===== src/crs_pkg.sv =====
package crs_pkg;

    // ------------------------------------------------------------
    // widths
    // ------------------------------------------------------------
    localparam int DATA_W   = 16;
    localparam int WIDE_W   = 20;
    localparam int FLAG_W   = 11;
    localparam int N_BANKED = 7;
    localparam int AXI_AW   = 8;

    // ------------------------------------------------------------
    // register identifiers
    // ------------------------------------------------------------
    localparam logic [3:0] ID_R0   = 4'h0;
    localparam logic [3:0] ID_R1   = 4'h1;
    localparam logic [3:0] ID_R2   = 4'h2;
    localparam logic [3:0] ID_R3   = 4'h3;
    localparam logic [3:0] ID_A0   = 4'h4;
    localparam logic [3:0] ID_A1   = 4'h5;
    localparam logic [3:0] ID_FB   = 4'h6;
    localparam logic [3:0] ID_SB   = 4'h7;
    localparam logic [3:0] ID_VECTOR_TABLE_BASE = 4'h8;
    localparam logic [3:0] ID_PC   = 4'h9;
    localparam logic [3:0] ID_USP  = 4'ha;
    localparam logic [3:0] ID_ISP  = 4'hb;
    localparam logic [3:0] ID_SP   = 4'hc;
    localparam logic [3:0] ID_FLG  = 4'hd;
    localparam logic [3:0] ID_NONE = 4'hf;

    // ------------------------------------------------------------
    // flag bit positions
    // ------------------------------------------------------------
    localparam int FLG_C    = 0;
    localparam int FLG_D    = 1;
    localparam int FLG_Z    = 2;
    localparam int FLG_S    = 3;
    localparam int FLG_B    = 4;
    localparam int FLG_O    = 5;
    localparam int FLG_I    = 6;
    localparam int FLG_U    = 7;
    localparam int FLG_LANE = 8;

    // ------------------------------------------------------------
    // reset values
    // ------------------------------------------------------------
    localparam logic [15:0] RST_REG16 = 16'h0000;
    localparam logic [19:0] RST_REG20 = 20'h00000;
    localparam logic [10:0] RST_FLG   = 11'h000;

    // ------------------------------------------------------------
    // bus map (byte addresses)
    // ------------------------------------------------------------
    localparam logic [7:0] OFS_BANK0 = 8'h00;
    localparam logic [7:0] OFS_BANK1 = 8'h20;
    localparam logic [7:0] OFS_SB    = 8'h40;
    localparam logic [7:0] OFS_VECTOR_TABLE_BASE  = 8'h44;
    localparam logic [7:0] OFS_PC    = 8'h48;
    localparam logic [7:0] OFS_USP   = 8'h4c;
    localparam logic [7:0] OFS_ISP   = 8'h50;
    localparam logic [7:0] OFS_FLG   = 8'h54;
    localparam logic [7:0] BANK_MASK = 8'he0;
    localparam logic [1:0] RESP_OKAY = 2'h0;
    localparam logic [1:0] RESP_SLV  = 2'h2;

    // ------------------------------------------------------------
    // types
    // ------------------------------------------------------------
    typedef enum logic [1:0] {
        SZ_BLO  = 2'h0,
        SZ_BHI  = 2'h1,
        SZ_WORD = 2'h2,
        SZ_LONG = 2'h3
    } crs_size_t;

    typedef struct packed {
        logic        we;
        logic [3:0]  id;
        crs_size_t   size;
        logic [31:0] data;
    } crs_wr_t;

    typedef struct packed {
        logic upd_c;
        logic upd_z;
        logic upd_s;
        logic upd_o;
        logic carry;
        logic ovf;
    } crs_alu_t;

    typedef struct packed {
        logic [3:0] id;
        crs_size_t  size;
    } crs_rd_t;

    typedef struct packed {
        logic       ok;
        logic       bank;
        logic [3:0] id;
    } crs_sel_t;

endpackage : crs_pkg

===== src/crs_core.sv =====
// Function
// RULE_01: four 16-bit data registers written and read by the execution unit.
// RULE_02: first two data registers take byte writes without touching the other byte.
// RULE_03: data regs pair to 32 bits, third over first, fourth over second.
// RULE_04: two 16-bit address registers, readable and writable like data registers.
// RULE_05: address registers pair to 32 bits, second one as upper half.
// RULE_06: 16-bit frame base register held for relative addressing.
// RULE_07: 20-bit vector table base register.
// RULE_08: 20-bit next instruction pointer, loaded or stepped each instruction.
// RULE_09: user and interrupt stack pointers, stack-select flag picks the active one.
// RULE_10: 16-bit static base register.
// RULE_11: flag register is 11 bits wide.
// RULE_12: carry flag captures alu carry, borrow or shift-out and holds it.
// RULE_13: software keeps debug flag at zero; hardware only stores it.
// RULE_14: zero flag set on zero result, cleared otherwise.
// RULE_15: sign flag set on negative result, cleared otherwise.
// RULE_16: bank-select flag picks register bank 0 or 1.
// RULE_17: overflow flag set on overflow, cleared otherwise.
// RULE_18: inactive stack pointer keeps its value.
// RULE_19: untouched flags hold; flag updates land with the result write.
//
// Implementation choices: register access over AXI4-Lite and the register offsets.
module crs_core (
    input  wire logic                MCLK,
    input  wire logic                RST_B,
    input  wire crs_pkg::crs_wr_t    EXEC_WR,
    input  wire crs_pkg::crs_alu_t   EXEC_ALU,
    input  wire logic [2:0]          EXEC_PC_STEP,
    input  wire crs_pkg::crs_rd_t    EXEC_RD,
    output logic [31:0]              EXEC_RD_DATA,
    output logic [19:0]              NIP,
    output logic [10:0]              FLAGS,
    input  wire logic [7:0]          S_AXI_AWADDR,
    input  wire logic                S_AXI_AWVALID,
    output logic                     S_AXI_AWREADY,
    input  wire logic [31:0]         S_AXI_WDATA,
    input  wire logic [3:0]          S_AXI_WSTRB,
    input  wire logic                S_AXI_WVALID,
    output logic                     S_AXI_WREADY,
    output logic [1:0]               S_AXI_BRESP,
    output logic                     S_AXI_BVALID,
    input  wire logic                S_AXI_BREADY,
    input  wire logic [7:0]          S_AXI_ARADDR,
    input  wire logic                S_AXI_ARVALID,
    output logic                     S_AXI_ARREADY,
    output logic [31:0]              S_AXI_RDATA,
    output logic [1:0]               S_AXI_RRESP,
    output logic                     S_AXI_RVALID,
    input  wire logic                S_AXI_RREADY
);
    import crs_pkg::*;

    // ------------------------------------------------------------
    // storage
    // ------------------------------------------------------------
    logic [15:0] bank_q [2][N_BANKED];
    logic [15:0] sb_q;
    logic [19:0] vector_table_base_q;
    logic [19:0] pc_q;
    logic [15:0] usp_q;
    logic [15:0] isp_q;
    logic [10:0] flg_q;
    logic        cur_bank;
    logic        exec_busy;
    logic        bus_commit;

    assign cur_bank  = flg_q[FLG_B];                                 // RULE_16
    assign exec_busy = EXEC_WR.we | EXEC_ALU.upd_c | EXEC_ALU.upd_z
                     | EXEC_ALU.upd_s | EXEC_ALU.upd_o | (|EXEC_PC_STEP);

    // ------------------------------------------------------------
    // decode helpers
    // ------------------------------------------------------------
    function automatic logic [3:0] pair_hi(input logic [3:0] id);
        case (id)
            ID_R0:   pair_hi = ID_R2;                                // RULE_03
            ID_R1:   pair_hi = ID_R3;                                // RULE_03
            ID_A0:   pair_hi = ID_A1;                                // RULE_05
            default: pair_hi = ID_NONE;
        endcase
    endfunction : pair_hi

    function automatic crs_sel_t bus_decode(input logic [7:0] a);
        crs_sel_t s;
        s = '{ok: 1'b1, bank: 1'b0, id: ID_NONE};
        if ((a & BANK_MASK) == OFS_BANK0 || (a & BANK_MASK) == OFS_BANK1) begin
            s.bank = (a & BANK_MASK) == OFS_BANK1;
            s.id   = {2'h0, a[3:2]} | {1'b0, a[4], 2'h0};
            s.ok   = (a[1:0] == 2'h0) && (a[4:2] != 3'h7);
        end else begin
            case (a)
                OFS_SB:   s.id = ID_SB;
                OFS_VECTOR_TABLE_BASE: s.id = ID_VECTOR_TABLE_BASE;
                OFS_PC:   s.id = ID_PC;
                OFS_USP:  s.id = ID_USP;
                OFS_ISP:  s.id = ID_ISP;
                OFS_FLG:  s.id = ID_FLG;
                default:  s.ok = 1'b0;
            endcase
        end
        return s;
    endfunction : bus_decode

    function automatic logic [19:0] reg_val(input logic b, input logic [3:0] id);
        case (id)
            ID_R0, ID_R1, ID_R2, ID_R3,
            ID_A0, ID_A1, ID_FB: reg_val = {4'h0, bank_q[b][id[2:0]]};
            ID_SB:   reg_val = {4'h0, sb_q};
            ID_VECTOR_TABLE_BASE: reg_val = vector_table_base_q;
            ID_PC:   reg_val = pc_q;
            ID_USP:  reg_val = {4'h0, usp_q};
            ID_ISP:  reg_val = {4'h0, isp_q};
            ID_SP:   reg_val = {4'h0, flg_q[FLG_U] ? usp_q : isp_q}; // RULE_09
            ID_FLG:  reg_val = {9'h000, flg_q};
            default: reg_val = 20'h00000;
        endcase
    endfunction : reg_val

    function automatic logic [15:0] merge16(input logic [15:0] old,
                                            input logic [15:0] nv,
                                            input logic [1:0]  be);
        merge16 = {be[1] ? nv[15:8] : old[15:8], be[0] ? nv[7:0] : old[7:0]};
    endfunction : merge16

    // ------------------------------------------------------------
    // axi write channel
    // ------------------------------------------------------------
    logic        aw_held_q;
    logic        w_held_q;
    logic [7:0]  awaddr_q;
    logic [31:0] wdata_q;
    logic [3:0]  wstrb_q;
    logic        bvalid_q;
    logic [1:0]  bresp_q;
    crs_sel_t    wsel;

    assign S_AXI_AWREADY = ~aw_held_q;
    assign S_AXI_WREADY  = ~w_held_q;
    assign S_AXI_BVALID  = bvalid_q;
    assign S_AXI_BRESP   = bresp_q;
    assign wsel          = bus_decode(awaddr_q);
    // bus waits while the execution unit writes back
    assign bus_commit    = aw_held_q & w_held_q & ~bvalid_q & ~exec_busy;

    always_ff @(posedge MCLK) begin
        if (!RST_B) begin
            aw_held_q <= 1'b0;
            w_held_q  <= 1'b0;
            awaddr_q  <= 8'h00;
            wdata_q   <= 32'h0000_0000;
            wstrb_q   <= 4'h0;
            bvalid_q  <= 1'b0;
            bresp_q   <= RESP_OKAY;
        end else begin
            if (S_AXI_AWVALID && !aw_held_q) begin
                aw_held_q <= 1'b1;
                awaddr_q  <= S_AXI_AWADDR;
            end
            if (S_AXI_WVALID && !w_held_q) begin
                w_held_q <= 1'b1;
                wdata_q  <= S_AXI_WDATA;
                wstrb_q  <= S_AXI_WSTRB;
            end
            if (bus_commit) begin
                bvalid_q <= 1'b1;
                bresp_q  <= wsel.ok ? RESP_OKAY : RESP_SLV;
            end else if (bvalid_q && S_AXI_BREADY) begin
                bvalid_q  <= 1'b0;
                aw_held_q <= 1'b0;
                w_held_q  <= 1'b0;
            end
        end
    end

    // ------------------------------------------------------------
    // axi read channel
    // ------------------------------------------------------------
    logic        rvalid_q;
    logic [31:0] rdata_q;
    logic [1:0]  rresp_q;
    crs_sel_t    rsel;

    assign S_AXI_ARREADY = ~rvalid_q;
    assign S_AXI_RVALID  = rvalid_q;
    assign S_AXI_RDATA   = rdata_q;
    assign S_AXI_RRESP   = rresp_q;
    assign rsel          = bus_decode(S_AXI_ARADDR);

    always_ff @(posedge MCLK) begin
        if (!RST_B) begin
            rvalid_q <= 1'b0;
            rdata_q  <= 32'h0000_0000;
            rresp_q  <= RESP_OKAY;
        end else if (S_AXI_ARVALID && !rvalid_q) begin
            rvalid_q <= 1'b1;
            rdata_q  <= rsel.ok ? {12'h000, reg_val(rsel.bank, rsel.id)} : 32'h0000_0000;
            rresp_q  <= rsel.ok ? RESP_OKAY : RESP_SLV;
        end else if (rvalid_q && S_AXI_RREADY) begin
            rvalid_q <= 1'b0;
        end
    end

    // ------------------------------------------------------------
    // banked data, address and frame base registers
    // ------------------------------------------------------------
    for (genvar b = 0; b < 2; b++) begin : g_bank
        for (genvar k = 0; k < N_BANKED; k++) begin : g_reg
            logic [1:0]  be;
            logic [15:0] nd;
            always_comb begin
                be = 2'h0;
                nd = EXEC_WR.data[15:0];
                if (bus_commit && wsel.ok && wsel.bank == 1'(b) && wsel.id == 4'(k)) begin
                    be = wstrb_q[1:0];
                    nd = wdata_q[15:0];
                end else if (EXEC_WR.we && cur_bank == 1'(b)) begin       // RULE_16
                    if (EXEC_WR.id == 4'(k)) begin
                        case (EXEC_WR.size)
                            SZ_BLO:  be = (k < 2) ? 2'h1 : 2'h0;        // RULE_02
                            SZ_BHI: begin
                                be = (k < 2) ? 2'h2 : 2'h0;              // RULE_02
                                nd = {EXEC_WR.data[7:0], 8'h00};
                            end
                            SZ_WORD: be = 2'h3;                          // RULE_01 RULE_04 RULE_06
                            SZ_LONG: be = (pair_hi(4'(k)) != ID_NONE) ? 2'h3 : 2'h0;
                            default: be = 2'h0;
                        endcase
                    end else if (EXEC_WR.size == SZ_LONG && pair_hi(EXEC_WR.id) == 4'(k)) begin
                        be = 2'h3;                                       // RULE_03 RULE_05
                        nd = EXEC_WR.data[31:16];
                    end
                end
            end
            always_ff @(posedge MCLK) begin
                if (!RST_B) begin
                    bank_q[b][k] <= RST_REG16;
                end else if (|be) begin
                    bank_q[b][k] <= merge16(bank_q[b][k], nd, be);
                end
            end
        end
    end

    // ------------------------------------------------------------
    // unbanked registers
    // ------------------------------------------------------------
    function automatic logic bus_hit(input logic [3:0] id);
        bus_hit = bus_commit && wsel.ok && wsel.id == id;
    endfunction : bus_hit

    function automatic logic ex_hit(input logic [3:0] id);
        ex_hit = EXEC_WR.we && EXEC_WR.size != SZ_LONG && EXEC_WR.id == id;
    endfunction : ex_hit

    always_ff @(posedge MCLK) begin
        if (!RST_B) begin
            sb_q   <= RST_REG16;
            vector_table_base_q <= RST_REG20;
        end else begin
            if (bus_hit(ID_SB))
                sb_q <= merge16(sb_q, wdata_q[15:0], wstrb_q[1:0]);
            else if (ex_hit(ID_SB))
                sb_q <= EXEC_WR.data[15:0];                             // RULE_10
            if (bus_hit(ID_VECTOR_TABLE_BASE))
                vector_table_base_q <= {wstrb_q[2] ? wdata_q[19:16] : vector_table_base_q[19:16],
                           merge16(vector_table_base_q[15:0], wdata_q[15:0], wstrb_q[1:0])};
            else if (ex_hit(ID_VECTOR_TABLE_BASE))
                vector_table_base_q <= EXEC_WR.data[19:0];                           // RULE_07
        end
    end

    always_ff @(posedge MCLK) begin
        if (!RST_B) begin
            pc_q <= RST_REG20;
        end else if (bus_hit(ID_PC)) begin
            pc_q <= {wstrb_q[2] ? wdata_q[19:16] : pc_q[19:16],
                     merge16(pc_q[15:0], wdata_q[15:0], wstrb_q[1:0])};
        end else if (ex_hit(ID_PC)) begin
            pc_q <= EXEC_WR.data[19:0];                                 // RULE_08
        end else if (|EXEC_PC_STEP) begin
            pc_q <= pc_q + {17'h00000, EXEC_PC_STEP};                   // RULE_08
        end
    end

    always_ff @(posedge MCLK) begin
        if (!RST_B) begin
            usp_q <= RST_REG16;
            isp_q <= RST_REG16;
        end else begin
            if (bus_hit(ID_USP))
                usp_q <= merge16(usp_q, wdata_q[15:0], wstrb_q[1:0]);
            else if (ex_hit(ID_USP) || (ex_hit(ID_SP) && flg_q[FLG_U]))   // RULE_09 RULE_18
                usp_q <= EXEC_WR.data[15:0];
            if (bus_hit(ID_ISP))
                isp_q <= merge16(isp_q, wdata_q[15:0], wstrb_q[1:0]);
            else if (ex_hit(ID_ISP) || (ex_hit(ID_SP) && !flg_q[FLG_U]))  // RULE_09 RULE_18
                isp_q <= EXEC_WR.data[15:0];
        end
    end

    // ------------------------------------------------------------
    // flags
    // ------------------------------------------------------------
    logic res_zero;
    logic res_neg;

    always_comb begin
        case (EXEC_WR.size)
            SZ_WORD: begin
                res_zero = EXEC_WR.data[15:0] == 16'h0000;
                res_neg  = EXEC_WR.data[15];
            end
            SZ_LONG: begin
                res_zero = EXEC_WR.data == 32'h0000_0000;
                res_neg  = EXEC_WR.data[31];
            end
            default: begin
                res_zero = EXEC_WR.data[7:0] == 8'h00;
                res_neg  = EXEC_WR.data[7];
            end
        endcase
    end

    always_ff @(posedge MCLK) begin
        if (!RST_B) begin
            flg_q <= RST_FLG;                                           // RULE_11
        end else if (bus_hit(ID_FLG)) begin
            flg_q <= {wstrb_q[1] ? wdata_q[10:FLG_LANE] : flg_q[10:FLG_LANE],
                      wstrb_q[0] ? wdata_q[FLG_LANE-1:0] : flg_q[FLG_LANE-1:0]};
        end else if (ex_hit(ID_FLG)) begin
            flg_q <= EXEC_WR.data[10:0];
        end else begin
            // bits without an update strobe hold
            if (EXEC_ALU.upd_c)
                flg_q[FLG_C] <= EXEC_ALU.carry;                         // RULE_12 RULE_19
            if (EXEC_ALU.upd_z)
                flg_q[FLG_Z] <= res_zero;                               // RULE_14 RULE_19
            if (EXEC_ALU.upd_s)
                flg_q[FLG_S] <= res_neg;                                // RULE_15 RULE_19
            if (EXEC_ALU.upd_o)
                flg_q[FLG_O] <= EXEC_ALU.ovf;                           // RULE_17 RULE_19
        end
    end

    // ------------------------------------------------------------
    // execution read port and status outputs
    // ------------------------------------------------------------
    logic [19:0] rd_lo;
    logic [19:0] rd_hi;

    assign rd_lo = reg_val(cur_bank, EXEC_RD.id);
    assign rd_hi = reg_val(cur_bank, pair_hi(EXEC_RD.id));

    always_ff @(posedge MCLK) begin
        if (!RST_B) begin
            EXEC_RD_DATA <= 32'h0000_0000;
        end else if (EXEC_RD.size == SZ_LONG) begin
            EXEC_RD_DATA <= {rd_hi[15:0], rd_lo[15:0]};                 // RULE_03 RULE_05
        end else if (EXEC_RD.size == SZ_BHI) begin
            EXEC_RD_DATA <= {24'h000000, rd_lo[15:8]};                  // RULE_02
        end else if (EXEC_RD.size == SZ_BLO) begin
            EXEC_RD_DATA <= {24'h000000, rd_lo[7:0]};
        end else begin
            EXEC_RD_DATA <= {12'h000, rd_lo};
        end
    end

    assign NIP   = pc_q;
    assign FLAGS = flg_q;

    logic ex_flg_wr;
    assign ex_flg_wr = ex_hit(ID_FLG);
endmodule : crs_core


===== config.mk =====
export PLATFORM = sky130hd
export DESIGN_NAME = crs_core
export DESIGN_NICKNAME = d
export VERILOG_FILES = /design/src/crs_pkg.sv /design/src/crs_core.sv
export SDC_FILE = /design/constraint.sdc
export NUM_CORES = 2
export LEC_CHECK = 0
export BUFFER_PORTS_ARGS = -buffer_cell sky130_fd_sc_hd__buf_2
export CAP_MARGIN = 20
export CELL_PAD_IN_SITES_DETAIL_PLACEMENT = 0
export CELL_PAD_IN_SITES_GLOBAL_PLACEMENT = 1
export CORE_UTILIZATION = 47
export DETAILED_ROUTE_END_ITERATION = 7
export PLACE_DENSITY = 0.82
export SLEW_MARGIN = 20
export SYNTH_ARGS = -nofsm -noshare
export SYNTH_HDL_FRONTEND = slang
export SYNTH_SLANG_ARGS = --single-unit

===== constraint.sdc =====
create_clock -name MCLK -period 3.99 [get_ports MCLK]
set_input_delay 0.798 -clock MCLK [delete_from_list [all_inputs] [get_ports MCLK]]
set_output_delay 0.798 -clock MCLK [all_outputs]
set_load 0.005 [all_outputs]

-- Yosys cells after proc, flatten, opt, wreduce, memory -nomap -nowiden
Memories as Yosys holds them, arrays and structs flattened. A register that Yosys moved wholly into a read port is not among the register bits.
Index checks and enable logic that the tools add are counted.
- add/subtract/negate cells: 1
- $lt $le $gt $ge: 3
- eq/ne operators: 140
- muxes and demuxes: 324
- bitwise operators: 48
- reduce and logical (&&, ||, !) cells: 161
- operators with widths (kind ; count):
    16-bit 2-to-1 mux ; 70
    8-bit 2-to-1 mux ; 58
    20-bit one-hot mux with 8 select lines ; 2
    20-bit 2-to-1 mux ; 8
    4-bit 2-to-1 mux ; 38
    16-bit binary-select mux with 3-bit select ; 3
    16-bit one-hot mux with 8 select lines ; 1
    2-bit 2-to-1 mux ; 59
    4-bit == test, second input constant ; 29
    4-bit by 3-bit == test with 1-bit output, second input constant ; 26
    8-bit by 7-bit == test with 1-bit output, second input constant ; 12
    2-bit AND reduction ; 46
    1-bit 2-to-1 mux ; 69
    4-bit by 2-bit == test with 1-bit output, second input constant ; 14
    1-bit logical AND ; 56
    4-bit one-hot mux with 6 select lines ; 2
    1-bit bitwise OR ; 33
    32-bit zero test ; 1
    32-bit 2-to-1 mux ; 1
    2-bit OR reduction ; 16
    2-bit inequality test, second input constant ; 15
    4-bit by 1-bit == test with 1-bit output, second input constant ; 7
    4-bit zero test ; 7
    1-bit inequality test, second input constant ; 28
    other kinds (28) ; 76
- register bits after elaboration: 202
- RAM bits: 224
- input port bits: 113
- output and inout port bits: 104
- logic and storage cells: 707
- memories kept: 1
- memory list (memory ; words ; bits a word ; rd ports ; clocked after Yosys merged registers in ; wr ports ; RTL line ; source):
    bank_q ; 2 ; 112 ; 2 ; 1 ; 2 ; crs_core.sv:56 ; logic [15:0] bank_q [2][N_BANKED];

-- Longest topological paths before layout
- depth in word-level cells: 23
- mapped depth: 11
- gate-level depth less buffers: 9

-- Worst setup path after synthesis
Ideal clock, no wire load.
- path kind: input port to flip-flop
- start: input EXEC_ALU[4] (netlist name)
- end: memory bank_q[0][64] (netlist name), enable pin
- library setup time: 0.326 ns
- arrival time: 2.807 ns
- data required time: 3.664 ns
- setup slack: 0.857 ns
- stages: 7
- buffers on the path: 2
- cell sequence: or4_1 nor3_2 nand2_2 buf_4 nor3_4 buf_2 a21o_1
- RTL lines (item ; RTL line ; source):
    start, declared ; crs_core.sv:27 ; input wire crs_pkg::crs_alu_t EXEC_ALU,
    end, declared ; crs_core.sv:56 ;

==> metrics <==
CP Cell Sequence=inv_1 > a41o_1 > nand2_1 > nor4b_1 > o21ai_1 > a211oi_1; Min-Delay Path Depth=2; Mean Syn Cell Area=8.39 um2; WHS=364 ps; post-route setup TNS=0 ps; IO buf count=189; critical path class=reg -> reg; largest net degree at the start of global routing=98; Worst slew margin=0.179; H-tree levels=2; core box area=59000 um2; post-synth top area cell=edfxtp_1; Power Density=378 nW/um2; Crit Path Max Fanout=15; status=finished clean; CP endpoint kind=flop; RSZ-0062 raised after global routing=no; path type of the worst min-delay path=in -> reg; Crit-path slowest cell=o21ai_1; utilization after layout=0.545; commonest non-fill, non-tap cell in the layout=nand2_1; final hold violation count=0; DR pass1 iterations=8; Bufs and invs on worst path=1; Seq/Total Area, Yosys=0.374; CTS tree=built; Post-Syn Instances=3351; Worst-path clk slew=60 ps; Initial DRC Count=5025; Worst EP arrival=3780 ps; FP Rows=89; crit start category=flop; post-synth cell types=101; average wire per standard cell=36.3 um; slowest stage delay, CP=870 ps; P_leak=12.5 nW; Peak Freq=290 MHz; vias in the first global route=28000; hold_buf cts=0; actual slew at the worst max-slew pin=1230 ps; Die X=247 um; area share of the largest cell type after synthesis=0.239; DP Wirelength=112000 um; die area=60800 um2; Worst Path Required=4320 ps; initial antenna violation count=2; Synth area leaders=edfxtp_1 24%, dfxtp_1 13%, mux2i_1 7.5%; min Tclk post-route=3450 ps; DR DRC count=0; final max-slew violation count=0; Post-CTS Resized=0; Reg2Reg Launch Point=awaddr_q[4]; hold path startpoint=S_AXI_AWVALID; fin crit share=0.864; global-route wire length before repair=213000 um; Syn. warnings=0; GP Congestion=1.09; WL final=155000 um; area grow syn2layout=14.4%; Peak supply drop=0.000420 V; EDFF count, synth=224; setup slack, reg-to-reg=540 ps; total CTS buffers=50; Hold Path Sink=aw_held_q; Skew-Pair Late Insertion Delay=650 ps; post-route setup slack=541 ps; CP delay by family, top=compound AO/OA/AOI/OAI gates; async set or reset register ratio after synthesis=0; Netlist Area Pre-Place=28100 um2; worst r2r path cells=6; DP Worst Slack=340 ps; post-route cell area=32200 um2; io pins=217; vias per std cell=7.21; Yosys reg bits=413; setup bufs post-CTS=0; share of cells above drive strength 1=0.179; Main synth FF type=edfxtp_1; Die Y=247 um; reg-to-reg endpoint=bank_q[0][47]; commonest non-fill, non-tap cells in the layout=475 x nand2_1, 351 x nor2_1, 286 x a21oi_1, 224 x edfxtp_1, 211 x mux2i_1; initial core utilization=0.476; GRT Overall Usage=0.500; Area after DPL=30300 um2; Final Setup Violations=0; # nets final=3576; root buffer cell=clkbuf_16; number of fill cells=5464; Sink Count=413; Max Cap Viol=0; DR vias=30800; Final ANT Viol Nets=0; CTS max path bufs=3; grt total ovfl=0; clock skew=32.1 ps
[synthesized netlist by cell type (all sizes together) (91+ instances only)]
library cell    n
a211oi        119
a21oi         286
a221oi         91
a22oi         102
buf            91
clkbuf        252
dfxtp         189
edfxtp        224
mux2i         213
nand2         476
nand3         138
nor2          354
o21ai         156
[cell type report]
| type | count | area [um2] | area share |
|---|---|---|---|
| Clock buffer | 63 | 1430 | 0.0443 |
| Inverter | 36 | 136 | 0.00424 |
| Multi-Input combinational cell | 2572 | 16100 | 0.502 |
| Clock inverter | 28 | 463 | 0.0144 |
| Antenna cell | 1 | 2.50 | 0.0000778 |
| Tap cell | 773 | 967 | 0.0301 |
| Sequential cell | 413 | 10500 | 0.327 |
| Timing Repair Buffer | 386 | 2510 | 0.0782 |
[routing by layer]
layer / vias up / share of wire / track usage
li1: 12700 / - / -
met1: 14600 / 0.36 / 0.640
met2: 2894 / 0.39 / 0.684
met3: 519 / 0.17 / 0.199
met4: 6 / 0.078 / 0.335
met5: - / 0.0011 / 0.0172
[logic make-up (layout without fill, tap and decap cells)]
group / count (synthesis) / after routing / share of synthesized area
flops: 413 / 413 / 0.374
mux: 274 / 274 / 0.111
xor+xnor: 21 / 21 / 0.00654
compound gates: 1023 / 1023 / 0.250
simple gates: 1236 / 1236 / 0.201
fa+ha+maj: 4 / 4 / 0.00205
buf+inv: 379 / 513 / 0.0552
other cells: 1 / 15 / 0.000133
[sequential cells by signal (all words and copies together), names as in the netlist, 20 cells and up, named ones only]
register,flops
wdata_q,20
NIP,20
bank_q,224
S_AXI_RDATA,20
EXEC_RD_DATA,32
vector_table_base_q,20
[how the worst max path moves through the flow]
stage,start,to,slack [ps],depth (start not counted)
3_5_place_dp,EXEC_ALU[4],bank_q[1][94],340,7
3_3_place_gp,EXEC_ALU[4],bank_q[1][84],370,7
5_1_grt,awaddr_q[7],bank_q[1][94],490,6
6_report,awaddr_q[4],bank_q[0][47],540,6
2_1_floorplan,EXEC_ALU[4],bank_q[0][64],860,7
4_1_cts,awaddr_q[4],bank_q[0][47],690,6
[power breakdown]
group | switching, W | internal (W)
sequential | 0.000377 | 0.00465
clock | 0.00213 | 0.00320
combinational | 0.00123 | 0.000563
[stage by stage]
| step | total power (W) | instances |
|---|---|---|
| after global placement | 0.00674 | 4177 |
| after floorplan | 0.00587 | 3364 |
| after CTS | 0.0120 | 4269 |
| after detailed placement | 0.00677 | 4178 |
| final | 0.0122 | 4272 |
| after global routing | 0.0123 | 4271 |
Note: power is estimated with default switching activity, not from simulation.
